<file path="src/design/dmd_pkg.sv">
// package: encodings, phases and reset values for the data-move decoder
package dmd_pkg;
   localparam int IW = 14;
   localparam int DW = 8;
   localparam int AW = 7;
   // ---------------------------------------------
   // encoding fields
   // ---------------------------------------------
   localparam logic [3:0] LIT_TOP_VAL = 4'hC;
   localparam int LIT_TOP_LSB = 10;
   localparam logic [5:0] COPY_TOP_VAL = 6'h08;
   localparam logic [6:0] STORE_TOP_VAL = 7'h01;
   localparam logic [13:0] IDLE_MASK = 14'h3F9F;
   localparam logic [13:0] IDLE_VAL = 14'h0000;
   localparam int DEST_BIT = 7;
   // ---------------------------------------------
   // phases, operation codes and reset values
   // ---------------------------------------------
   typedef enum logic [1:0] {
      PH_Q1 = 2'b00,
      PH_Q2 = 2'b01,
      PH_Q3 = 2'b10,
      PH_Q4 = 2'b11
   } dmd_phase_type;
   typedef enum logic [2:0] {
      OP_NONE = 3'b000,
      OP_LIT = 3'b001,
      OP_COPY = 3'b010,
      OP_STORE = 3'b011,
      OP_IDLE = 3'b100
   } dmd_op_type;
   localparam logic [7:0] ACC_RST = 8'h00;
   localparam logic ZERO_RST = 1'b0;
endpackage

</file>
<file path="src/design/dmd_dec_if.sv">
// interface: decoded instruction between decoder and executor
`timescale 1ns/10ps
interface dmd_dec_if;
   dmd_pkg::dmd_op_type op;
   logic dest_reg;
   logic [7:0] lit;
   logic [6:0] addr;
   modport dec (output op, output dest_reg, output lit, output addr);
   modport exe (input op, input dest_reg, input lit, input addr);
endinterface

</file>
<file path="src/design/dmd_decode.sv">
// decoder: classifies the instruction word
`timescale 1ns/10ps
module dmd_decode (
   input wire logic [13:0] instr_i,
   dmd_dec_if.dec dec
);
   always_comb begin
      dec.lit = instr_i[7:0];
      dec.addr = instr_i[6:0];
      dec.dest_reg = instr_i[dmd_pkg::DEST_BIT];
      dec.op = dmd_pkg::OP_NONE;
      if (instr_i[13:dmd_pkg::LIT_TOP_LSB] == dmd_pkg::LIT_TOP_VAL) begin
         dec.op = dmd_pkg::OP_LIT;
      end else if (instr_i[13:8] == dmd_pkg::COPY_TOP_VAL) begin
         dec.op = dmd_pkg::OP_COPY;
      end else if (instr_i[13:7] == dmd_pkg::STORE_TOP_VAL) begin
         dec.op = dmd_pkg::OP_STORE;
      end else if ((instr_i & dmd_pkg::IDLE_MASK) == dmd_pkg::IDLE_VAL) begin
         dec.op = dmd_pkg::OP_IDLE;
      end
   end
endmodule

</file>
<file path="src/design/dmd_core.sv">
// top: four-phase execution of the data-move instructions
// Operation
// - literal load 11 00xx kkkkkkkk puts k in accumulator, flags untouched.
// - copy 00 1000 d fffffff with d clear writes register value to accumulator.
// - copy with d set writes the read value back into the same register.
// - copy sets zero flag when moved value is zero, clears otherwise.
// - copy decodes Q1, reads Q2, passes data Q3, writes destination Q4.
// - store 00 0000 1 fffffff writes accumulator to register, flags untouched.
// - idle pattern changes no register, memory or flag.
// - idle is one word; decode in Q1, other phases do nothing.
`timescale 1ns/10ps
module dmd_core (
   input wire logic ref_clk_i,
   input wire logic rst_n_i,
   input wire logic [13:0] instr_i,
   input wire logic [7:0] rf_rdata_i,
   output logic [1:0] phase_o,
   output logic rf_re_o,
   output logic [6:0] rf_raddr_o,
   output logic rf_we_o,
   output logic [6:0] rf_waddr_o,
   output logic [7:0] rf_wdata_o,
   output logic [7:0] acc_o,
   output logic zero_o,
   output logic zero_we_o,
   output logic pc_inc_o,
   output logic known_o
);
   // ---------------------------------------------
   // state
   // ---------------------------------------------
   typedef struct packed {
      dmd_pkg::dmd_phase_type ph;
      dmd_pkg::dmd_op_type op;
      logic dest_reg;
      logic [7:0] lit;
      logic [6:0] addr;
      logic [7:0] data;
      logic [7:0] acc;
      logic zero;
      logic re;
      logic we;
      logic zwe;
      logic pc_inc;
   } dmd_state_type;
   dmd_state_type s_q;
   dmd_state_type s_d;

   // ---------------------------------------------
   // decode
   // ---------------------------------------------
   dmd_dec_if dif ();
   dmd_decode dmd_decode_i (
      .instr_i(instr_i),
      .dec(dif.dec)
   );

   // ---------------------------------------------
   // next state
   // ---------------------------------------------
   // instruction word must be stable during Q1; it is latched there so
   // the fetch logic may move on while the rest of the cycle runs
   always_comb begin
      s_d = s_q;
      s_d.re = 1'b0;
      s_d.we = 1'b0;
      s_d.zwe = 1'b0;
      s_d.pc_inc = 1'b0;
      unique case (s_q.ph)
         dmd_pkg::PH_Q1: begin
            s_d.ph = dmd_pkg::PH_Q2;
            s_d.op = dif.op;
            s_d.dest_reg = dif.dest_reg;
            s_d.lit = dif.lit;
            s_d.addr = dif.addr;
            s_d.re = (dif.op == dmd_pkg::OP_COPY);
         end
         dmd_pkg::PH_Q2: begin
            s_d.ph = dmd_pkg::PH_Q3;
            if (s_q.op == dmd_pkg::OP_COPY) begin
               s_d.data = rf_rdata_i;
            end else if (s_q.op == dmd_pkg::OP_LIT) begin
               s_d.data = s_q.lit;
            end else if (s_q.op == dmd_pkg::OP_STORE) begin
               s_d.data = s_q.acc;
            end
         end
         dmd_pkg::PH_Q3: begin
            s_d.ph = dmd_pkg::PH_Q4;
            // write strobe is raised for exactly the Q4 phase
            s_d.we = (s_q.op == dmd_pkg::OP_STORE) ||
                     (s_q.op == dmd_pkg::OP_COPY && s_q.dest_reg);
            s_d.zwe = (s_q.op == dmd_pkg::OP_COPY);
            s_d.pc_inc = (s_q.op != dmd_pkg::OP_NONE);
            if (s_q.op == dmd_pkg::OP_LIT ||
                (s_q.op == dmd_pkg::OP_COPY && !s_q.dest_reg)) begin
               s_d.acc = s_q.data;
            end
            if (s_q.op == dmd_pkg::OP_COPY) begin
               s_d.zero = (s_q.data == 8'h00);
            end
         end
         dmd_pkg::PH_Q4: begin
            s_d.ph = dmd_pkg::PH_Q1;
         end
      endcase
   end
   always_ff @(posedge ref_clk_i) begin
      if (!rst_n_i) begin
         s_q <= '0;
         s_q.ph <= dmd_pkg::PH_Q1;
         s_q.op <= dmd_pkg::OP_NONE;
         s_q.acc <= dmd_pkg::ACC_RST;
         s_q.zero <= dmd_pkg::ZERO_RST;
      end else begin
         s_q <= s_d;
      end
   end

   // ---------------------------------------------
   // outputs
   // ---------------------------------------------
   // unknown words still advance phases but touch nothing; the rest of
   // the core owns them
   assign phase_o = s_q.ph;
   assign rf_re_o = s_q.re;
   assign rf_raddr_o = s_q.addr;
   assign rf_we_o = s_q.we;
   assign rf_waddr_o = s_q.addr;
   assign rf_wdata_o = s_q.data;
   assign acc_o = s_q.acc;
   assign zero_o = s_q.zero;
   assign zero_we_o = s_q.zwe;
   assign pc_inc_o = s_q.pc_inc;
   assign known_o = (s_q.op != dmd_pkg::OP_NONE);
endmodule

</file>
<file path="config.mk">
export PLATFORM = sky130hd
export DESIGN_NAME = dmd_core
export DESIGN_NICKNAME = d
export VERILOG_FILES = /design/src/design/dmd_pkg.sv /design/src/design/dmd_dec_if.sv /design/src/design/dmd_decode.sv /design/src/design/dmd_core.sv
export SDC_FILE = /design/constraint.sdc
export NUM_CORES = 1
export LEC_CHECK = 0
export ABC_AREA = 1
export BUFFER_PORTS_ARGS = -buffer_cell sky130_fd_sc_hd__buf_2
export CORE_AREA = 2 2 68 70
export CTS_CLUSTER_SIZE = 25
export DETAILED_ROUTE_END_ITERATION = 10
export DIE_AREA = 0 0 70 72
export GPL_TIMING_DRIVEN = 0
export PLACE_DENSITY_LB_ADDON = 0.3
export SYNTH_ARGS = -nofsm -noshare
export SYNTH_HDL_FRONTEND = slang
export SYNTH_SLANG_ARGS = --single-unit
</file>
<file path="constraint.sdc">
create_clock -name ref_clk_i -period 1.3 [get_ports ref_clk_i]
set_clock_uncertainty 0.05 [all_clocks]
set_input_delay 0.195 -clock ref_clk_i [delete_from_list [all_inputs] [get_ports ref_clk_i]]
set_output_delay 0.195 -clock ref_clk_i [all_outputs]
set_load 0.05 [all_outputs]
</file>
==> results of run 1 <==
==> sequential cells by signal, indices dropped and copies added, names as in the netlist <==
name and count:
rf_we_o 1, phase_o 2, zero_o 1, acc_o 8, pc_inc_o 1, rf_wdata_o 8, rf_re_o 1, zero_we_o 1
s_q 11
==> power groups by stage <==
stage,registers [mW],clock network (mW),logic (mW)
2_1_floorplan,1.46,0,2.54
3_3_place_gp,1.50,0,3.02
3_5_place_dp,1.50,0,3.06
4_1_cts,1.51,0.969,3.22
5_1_grt,1.57,1.02,3.80
6_report,1.54,0.959,3.55
==> synth_stat cells <==
cell,n
clkbuf_1,3
nor2_1,20
nand2_2,1
a211oi_1,2
buf_2,2
buf_6,1
a31oi_1,1
o21ai_0,9
inv_2,2
inv_1,34
nor2_2,2
nand3_4,1
a21oi_1,33
nand4_1,3
nand2_1,56
and3_1,1
nor3_1,2
buf_4,33
nand3_2,1
nand4_2,2
ha_1,4
nand3_1,19
dfxtp_1,34
==> worst register-to-register path, cell delays in order, from the launching register on <==
cell and delay, ps:
dfxtp_4 370, inv_4 80, ha_4 170, nand4_4 130
buf_6 180, a21oi_2 140, nor2_1 70
==> final cells by class <==
type                    count  share of cell area
inverters                  36              0.0569
well taps                  52              0.0242
flip-flops and latches     34               0.260
clock buffers               5              0.0256
multi-input cells         157               0.333
plain buffers              39               0.111
clock inverters             3              0.0149
repair buffers             73               0.174
==> metrics by stage <==
stage	util	hold WS (ps)	total power, mW
floorplan	-	298	4.00
global placement	0.530	433	4.52
detailed placement	0.530	436	4.56
CTS	0.577	134	5.70
global route	0.629	148	6.39
finish	0.629	140	6.05
==> logic make-up (layout without fill, tap and decap cells) <==
group	after synthesis	after routing	share of synthesized area
adder cells (fa/ha/maj)	4	4	0.0268
flip-flops	34	34	0.365
AND/OR/NAND/NOR	108	108	0.261
buffers and inverters	75	156	0.223
AO/OA/AOI/OAI	45	45	0.124
==> final timing paths <==
kind / from / to / cells after the start / slack, ps
worst min-delay path: instr_i[5] / s_q[33]$_SDFFE_PN0N_ / 3 / 140
worst max register to register: phase_o[0]$_SDFF_PN0_ / acc_o[3]$_SDFFE_PN0P_ / 6 / 10
worst max-delay path: s_q[37]$_SDFFE_PN0N_ / known_o / 5 / -6
worst min register to register: s_q[29]$_SDFFE_PN0N_ / s_q[29]$_SDFFE_PN0N_ / 2 / 440
==> per-layer routing <==
layer,part of all wire,vias up,GRT usage
li1,-,975,-
met1,0.43,866,0.227
met2,0.51,46,0.324
met3,0.044,9,0.0389
met4,0.018,0,0.0876
met5,0,-,0
==> repair_timing <==
| item | 4_1_cts | 5_1_grt |
|---|---|---|
| cloned | 1 | 1 |
| setup buffers | 4 | 7 |
| resized for setup | 22 | 47 |
| pin swaps | 1 | 4 |
| setup endpoints to repair | 29 | 34 |
==> out/results.ini, run 1 <==
[yosys]
synth_top_area_share = 0.365
syn_inst = 266
netlist_area_um2 = 1860
synth_seq_area_share = 0.365
yosys-top-cells-area = dfxtp_1 (37%), buf_4 (13%), nand2_1 (11%)
syn-num-nets = 294
ys_warn_count = 0
synthDistinctLibCells = 23
synth_seq_cells = 34
yosys.area.top_type = dfxtp_1
syn_area_per_cell_um2 = 7.01

[worst_setup_path]
crit_arrival_ps = 1060
slowest_stage = dfxtp_4
cpPeakStageDelay_ps = 370
crit_type = flip-flop to primary output
critPathRequiredTime_ps = 1050
path_cells = inv_4 -> nand2_4 -> inv_2 -> nand2_2 -> buf_6
cpLargestDelayFamily = flip-flops
cp_max_fo = 4
cp-end-kind = primary output
worst-path-buf-inv = 3
critPathLaunchType = flip-flop

[placed_design]
dp_hpwl_um = 3350
placed_area_um2 = 2260
numPortBuffers = 60
gp_congestion = 0.857
dp.cells = 378
pre_cts_ws_ps = -209

[pwr]
p_sw_mw = 2.86
p_sw_frac = 0.472
pwr-share-seq = 0.254
power_density_nw_per_um2 = 2250
ir_worst_vdd_mv = 1.18
p_leak_nw = 1.44
clkPwrFrac = 0.159
pwr-share-comb = 0.587
intPower_mw = 3.19

[timing]
fin_crit_ps = 1310
finalSetupViolCount = 1
max_freq_mhz = 766
timing.final.crit_share = 1.00
rsz0062_at_grt = true
hold_viol = 0
tightest_slew_ps = 463
slew_headroom = 0.692
finalSetupTns_ps = -6.23
slew_violations = 0
layout_setup_ws_ps = -6.23

[detailed_routing]
post_drt_wl_per_cell_um = 12.3
dr_total_vias = 1896
drt_wl_total_um = 4920
via_per_inst = 4.75
drt_first_pass_iters = 4
first_iter_violations = 145
antenna_left = 0
drc = 0

[floorplan]
start_util = 0.437
die-height_um = 72
io_pins = 62
num_rows = 24
die_x_um = 70
dieArea_um2 = 5040
coreArea_um2 = 4260

[final_layout]
nets = 374
final_cell_mix = nand2_1 (55), buf_2 (46), buf_4 (44), inv_1 (28), dfxtp_1 (28)
regArea_um2 = 698
drive_gt1_frac = 0.450
antennaDiodeCount = 0
syn_to_final_growth_pct = 44.0
final_cell_area_um2 = 2680
multi_input_area_um2 = 893
final_common_cell = nand2_1
final_cell_count_no_fill = 399
fillCellCount = 391

[hold_path]
hp-class = primary input to flip-flop

[clocking]
cts_tree = done
htree_levels = 2
cts_inserted_buffers = 5
insertion_delay_ps = 290
clockBufferDepth = 2
cts.sinks = 34
clk_pin_slew_ps = 70
cts_hold_buffers = 0
cts_root_buf = clkbuf_8

[run]
drv_cap = 0

[global_route]
grt_start_max_net_pins = 12
grt_pass1_wl_um = 7530
grt_util_all_layers = 0.188
antenna_found_initial = 0
grt_pass1_vias = 1708
overflow = 0

[outcome]
failed_checks = setup timing
outcome = finished with violations

No activity file was read; power rests on OpenSTA's default activity.
==> inputs of run 2 (changes only) <==
--- a/config.mk
+++ b/config.mk
@@ -5,12 +5,11 @@
 export SDC_FILE = /design/constraint.sdc
 export NUM_CORES = 1
 export LEC_CHECK = 0
-export ABC_AREA = 1
 export BUFFER_PORTS_ARGS = -buffer_cell sky130_fd_sc_hd__buf_2
-export CORE_AREA = 2 2 68 70
+export CORE_AREA = 2 2 67 69
 export CTS_CLUSTER_SIZE = 25
 export DETAILED_ROUTE_END_ITERATION = 10
-export DIE_AREA = 0 0 70 72
+export DIE_AREA = 0 0 69 71
 export GPL_TIMING_DRIVEN = 0
 export PLACE_DENSITY_LB_ADDON = 0.3
 export SYNTH_ARGS = -nofsm -noshare
==> run 2 against run 1 <==
Net effect:
- the run still ends with setup timing left
- clock-buffer cell count rose by 2
- final cell count down 16%
- critical path depth decreased by 2
- sequential power down 14%
- global-route usage is 0.70 points lower
- area after synthesis is 4.1% lower
- flip-flop and latch count is the same
- critical endpoint is now zero_o$_SDFFE_PN0P_
- largest cell class unchanged
- largest power group unchanged
==> out/results.ini, run 2 <==
[yosys]
syn-num-nets = 237
synthDistinctLibCells = 34
syn_inst = 209
yosys.area_share.simple = 0.180
synth_seq_area_share = 0.381
synth_compound_area_frac = 0.140
netlist_area_um2 = 1790
synth_edf_count = 0
synth_seq_cells = 34
yosys.cell_count.top_type = dfxtp_1
muxShareOfSynthArea = 0.0896
syn_area_per_cell_um2 = 8.55
ys_async_sr_fraction = 0
yosys.area.top_type = dfxtp_1
yosys-top-cells-area = dfxtp_1 (38%), buf_4 (13%), mux2i_1 (9.0%)
synth-adder-area-share = 0.0280
synth_top_area_share = 0.381
synth_top_family_by_area = simple AND/OR/NAND/NOR gates
ys.flop_type = dfxtp_1
ys_warn_count = 0
synth_common_cells = dfxtp_1 (34), buf_4 (32), nand2_1 (18)
synth_xor_area_frac = 0.00490

[detailed_routing]
drt_wl_total_um = 4430
drc = 0
antenna_left = 0
drt_first_pass_iters = 4
dr_total_vias = 1659
first_iter_violations = 87
post_drt_wl_per_cell_um = 13.2
via_per_inst = 4.94

[placed_design]
dp_hpwl_um = 3100
placed_area_um2 = 2180
numPortBuffers = 61
gp_congestion = 0.825
dp.cells = 322

[floorplan]
dieArea_um2 = 4900
io_pins = 62
start_util = 0.425
die-height_um = 71
die_x_um = 69
coreArea_um2 = 4200
num_rows = 24

[clocking]
clockBufferDepth = 2
clk_pin_slew_ps = 70
cts_hold_buffers = 0
cts.sinks = 34
cts_inserted_buffers = 5
cts_root_buf = clkbuf_8
cts_tree = done
insertion_delay_ps = 280
htree_levels = 2

[pwr]
power_density_nw_per_um2 = 1560
pwr-share-seq = 0.323
p_leak_nw = 1.25
ir_worst_vdd_mv = 0.992
total_power_mw = 4.09
clkPwrFrac = 0.197
p_sw_mw = 1.63
intPower_mw = 2.46
p_sw_frac = 0.399
pwr-share-comb = 0.481

[worst_setup_path]
critPathRequiredTime_ps = 1470
cp_max_fo = 2
slowest_stage = or4_1
cp-end-kind = flip-flop
crit_type = flip-flop to flip-flop
critPathLaunchType = flip-flop
crit_arrival_ps = 1740
cpPeakStageDelay_ps = 520
path_cells = or4_1 -> or4_4 -> a21oi_2

[timing]
fin_crit_ps = 1580
finalSetupViolCount = 8
rsz0062_at_grt = true
hold_viol = 0
slew_violations = 0
max_freq_mhz = 634
timing.final.crit_share = 1.21
slew_headroom = 0.597
tightest_slew_ps = 605
layout_setup_ws_ps = -277

[final_layout]
nets = 311
final_cell_area_um2 = 2630
largest_reg_flops = 11
final_cell_mix = buf_2 (46), buf_4 (39), dfxtp_1 (23), nand2_1 (18), mux2i_1 (16)
final_cell_count_no_fill = 336
drive_gt1_frac = 0.539
largest_register = s_q
final_common_cell = buf_2
syn_to_final_growth_pct = 47.0
fillCellCount = 377
antennaDiodeCount = 0

[hold_path]
hp-class = primary input to flip-flop

[global_route]
overflow = 0
grt_util_all_layers = 0.181
grt_pass1_vias = 1579
grt_start_max_net_pins = 11
grt_pass1_wl_um = 7200
antenna_found_initial = 0

[outcome]
failed_checks = setup timing
outcome = finished with violations

[run]
drv_cap = 0

-- run 2: cell count changes after synthesis, sizes merged, moves of 7 or more --
cell    previous run  this run
mux2i              0        16
inv               36         8
nand3             21         1
nor2b              0        10
nor2              22        12
a21oi             33        11
o22ai              0         7
nand2             57        18
a311oi             0         8
clkbuf             3        10
-- run 2: power groups by stage --
| stage | clock network, mW | registers (mW) | logic, mW |
|---|---|---|---|
| after floorplan | 0 | 1.25 | 1.31 |
| after global placement | 0 | 1.27 | 1.58 |
| after detailed placement | 0 | 1.28 | 1.60 |
| after CTS | 0.809 | 1.29 | 1.83 |
| after global routing | 0.848 | 1.34 | 2.08 |
| final | 0.805 | 1.32 | 1.97 |
-- run 2: kinds of logic after synthesis --
family | after synthesis
AO/OA/AOI/OAI | 40
multiplexers | 16
XOR/XNOR | 1
AND/OR/NAND/NOR | 62
flip-flops | 34
buffers and inverters | 52
adder cells (fa/ha/maj) | 4
-- run 2: worst paths after layout --
check | from | endpoint | slack [ps] | cells past startpoint
setup / recovery | rf_wdata_o[4]$_SDFFE_PN0P_ | zero_o$_SDFFE_PN0P_ | -280 | 3
hold / removal | instr_i[6] | s_q[34]$_SDFFE_PN0N_ | 100 | 3
setup reg to reg | rf_wdata_o[4]$_SDFFE_PN0P_ | zero_o$_SDFFE_PN0P_ | -280 | 3
hold reg to reg | acc_o[2]$_SDFFE_PN0P_ | acc_o[2]$_SDFFE_PN0P_ | 430 | 2
-- run 2: metal layers --
layer  vias to the layer above  global-route usage  routed length (um)  share of wire
met2                        53               0.325                2120           0.48
met4                         0              0.0566                  43         0.0097
met1                       761               0.211                2010           0.45
met5                         -                   0                   0              0
met3                         5              0.0484                 263          0.059
li1                        840                   -                   -              -
-- run 2: area by class of cell --
class	instances	area (um^2)	area share
clock inverters	1	5.00	0.00190
clock buffers	7	86.3	0.0329
flip-flops and latches	34	702	0.267
repair buffers	69	435	0.166
plain buffers	42	334	0.127
inverters	8	35.0	0.0133
well taps	52	65.1	0.0248
multi-input cells	123	965	0.367
-- run 2: worst max-delay path: cells and delay by family (launching register included) --
family,cells,cell delay (ps)
compound gates,1,130
simple gates,2,1010
flops,1,320
-- run 2: metrics by stage --
step	TNS (ps)	hold WS, ps	util	worst slack, ps
6_report	-681	96.6	0.625	-277
5_1_grt	-1390	119	0.625	-302
4_1_cts	-2460	96.7	0.591	-283
2_1_floorplan	-325	286	-	-187
3_5_place_dp	-4390	386	0.519	-254
3_3_place_gp	-3900	383	0.519	-241
-- run 2: what timing repair did --
item | 4_1_cts | 5_1_grt
gates cloned | 1 | 0
setup endpoints to repair | 32 | 39
buffers inserted | 6 | 2
pin swaps | 14 | 10
gates resized for setup | 46 | 44
==> inputs of run 3 (changes only) <==
==> constraint.sdc (replaced) <==
create_clock -name ref_clk_i -period 1.9 [get_ports ref_clk_i]
set_clock_uncertainty 0.05 [all_clocks]
set_input_delay 0.285 -clock ref_clk_i [delete_from_list [all_inputs] [get_ports ref_clk_i]]
set_output_delay 0.285 -clock ref_clk_i [all_outputs]
set_load 0.05 [all_outputs]
==> run 3 against run 2 <==
Net effect:
- sequential share of layout area up 3.5 points
- sequential power down 35%
- setup slack better by 360 ps
- clock power down 32%
- clock-buffer cell count unchanged
- final cell count down 1.8%
- total power down 39%
- utilization down 8.9 points
- first-iteration DRC count down 16%
- combinational power down 46%
- critical path type is now flip-flop to primary output
- design area down 14%
- the run now ends clean
==> out/results.ini, run 3 (same netlist as run 2, synthesis figures left out) <==
[outcome]
outcome = completed

[floorplan]
coreArea_um2 = 4200
die-height_um = 71
io_pins = 62
start_util = 0.425
dieArea_um2 = 4900
num_rows = 24
die_x_um = 69

[worst_setup_path]
r2r_slack_ps = 160
crit_type = flip-flop to primary output
cp-end-kind = primary output
critPathLaunchType = flip-flop
worst-path-buf-inv = 2
worst_path_most_repeated_cell = buf_2
cpPeakStageDelay_ps = 380
path_cells = buf_2 -> or3_1 -> buf_2
cpLargestDelayFamily = buffers and inverters
cp_max_fo = 10
critPathRequiredTime_ps = 1560
slowest_stage = dfxtp_1
crit_arrival_ps = 1480

[run]
drv_cap = 0

[timing]
layout_setup_ws_ps = 85.5
finalSetupTns_ps = 0
slew_headroom = 0.596
max_freq_mhz = 551
timing.final.crit_share = 0.955
finalSetupViolCount = 0
hold_viol = 0
rsz0062_at_grt = false
slew_violations = 0
tightest_slew_ps = 606
fin_crit_ps = 1810

[final_layout]
final_common_cell = buf_2
final_cell_mix = buf_2 (63), dfxtp_1 (34), buf_4 (32), nand2_1 (18), mux2i_1 (16)
final_cell_area_um2 = 2250
antennaDiodeCount = 0
largest_reg_flops = 11
post-route-util = 0.536
nets = 305
drive_gt1_frac = 0.378
largest_register = s_q
syn_to_final_growth_pct = 26.0

[global_route]
grt_start_max_net_pins = 11
grt_pass1_vias = 1473
overflow = 0
grt_pass1_wl_um = 6700
grt_util_all_layers = 0.169
antenna_found_initial = 0

[clocking]
post_cts_buffers = 0
cts_hold_buffers = 0
cts_tree = done
cts_inserted_buffers = 5
insertion_delay_ps = 280
htree_levels = 2
cts.sinks = 34
clk_pin_slew_ps = 70
clockBufferDepth = 2
cts_root_buf = clkbuf_8

[pwr]
ir_worst_vdd_mv = 0.624
p_leak_nw = 1.15
power_density_nw_per_um2 = 1100
total_power_mw = 2.48

[placed_design]
dp_hpwl_um = 3140
placed_area_um2 = 2160
pre_cts_ws_ps = 53.2
gp_congestion = 0.873
numPortBuffers = 61

[detailed_routing]
dr_total_vias = 1632
post_drt_wl_per_cell_um = 12.4
antenna_left = 0
drt_wl_total_um = 4090
drc = 0
first_iter_violations = 73
drt_first_pass_iters = 4
via_per_inst = 4.95

[hold_path]
hp-class = primary input to flip-flop

[run 3: cell count changes in the layout (fill, tap and decap cells not counted), sizes merged]
cell	delta
buf	-1
clkbuf	-5
[run 3: layout make-up]
class | instances | area (um^2)
clock buffer | 7 | 86.3
inverter | 8 | 30.0
clock inverter | 1 | 5.00
timing repair buffer | 61 | 305
fill | 417 | 1950
multi-input combinational | 123 | 791
buffer | 44 | 290
sequential | 34 | 681
tap | 52 | 65.1
[run 3: worst paths after layout]
check,endpoint,depth (start not counted),startpoint
setup reg to reg,s_q[38]$_SDFFE_PN0N_,5,phase_o[0]$_SDFF_PN0_
setup / recovery,known_o,3,s_q[38]$_SDFFE_PN0N_
hold / removal,s_q[33]$_SDFFE_PN0N_,3,instr_i[5]
hold reg to reg,zero_o$_SDFFE_PN0P_,2,zero_o$_SDFFE_PN0P_
[run 3: timing repair]
action / in CTS / in global routing
resized for setup: 1 / 5
setup endpoints to repair: 1 / 3
pin swaps: 0 / 0
[run 3: metrics by stage]
stage | hold slack (ps) | instances
2_1_floorplan | 377 | 209
3_3_place_gp | 417 | 322
3_5_place_dp | 426 | 322
4_1_cts | 194 | 330
5_1_grt | 218 | 330
6_report | 198 | 330
[run 3: worst register-to-register path, stage by stage (launching register included)]
cell and delay [ps]:
dfxtp_1 330, inv_1 110, ha_1 270, buf_1 500
o2111ai_1 220, a21oi_1 180
[run 3: per-layer routing]
metal | routed length, um | vias up | track usage
met5 | 0 | - | 0
met4 | 68 | 0 | 0.0719
met3 | 267 | 6 | 0.0456
met2 | 1900 | 63 | 0.281
met1 | 1860 | 737 | 0.208
li1 | - | 826 | -
[run 3: where the power goes]
group / total [mW] / switching [mW] / internal, mW
sequential: 0.857 / 0.0685 / 0.789
clock: 0.547 / 0.255 / 0.292
combinational: 1.07 / 0.689 / 0.385
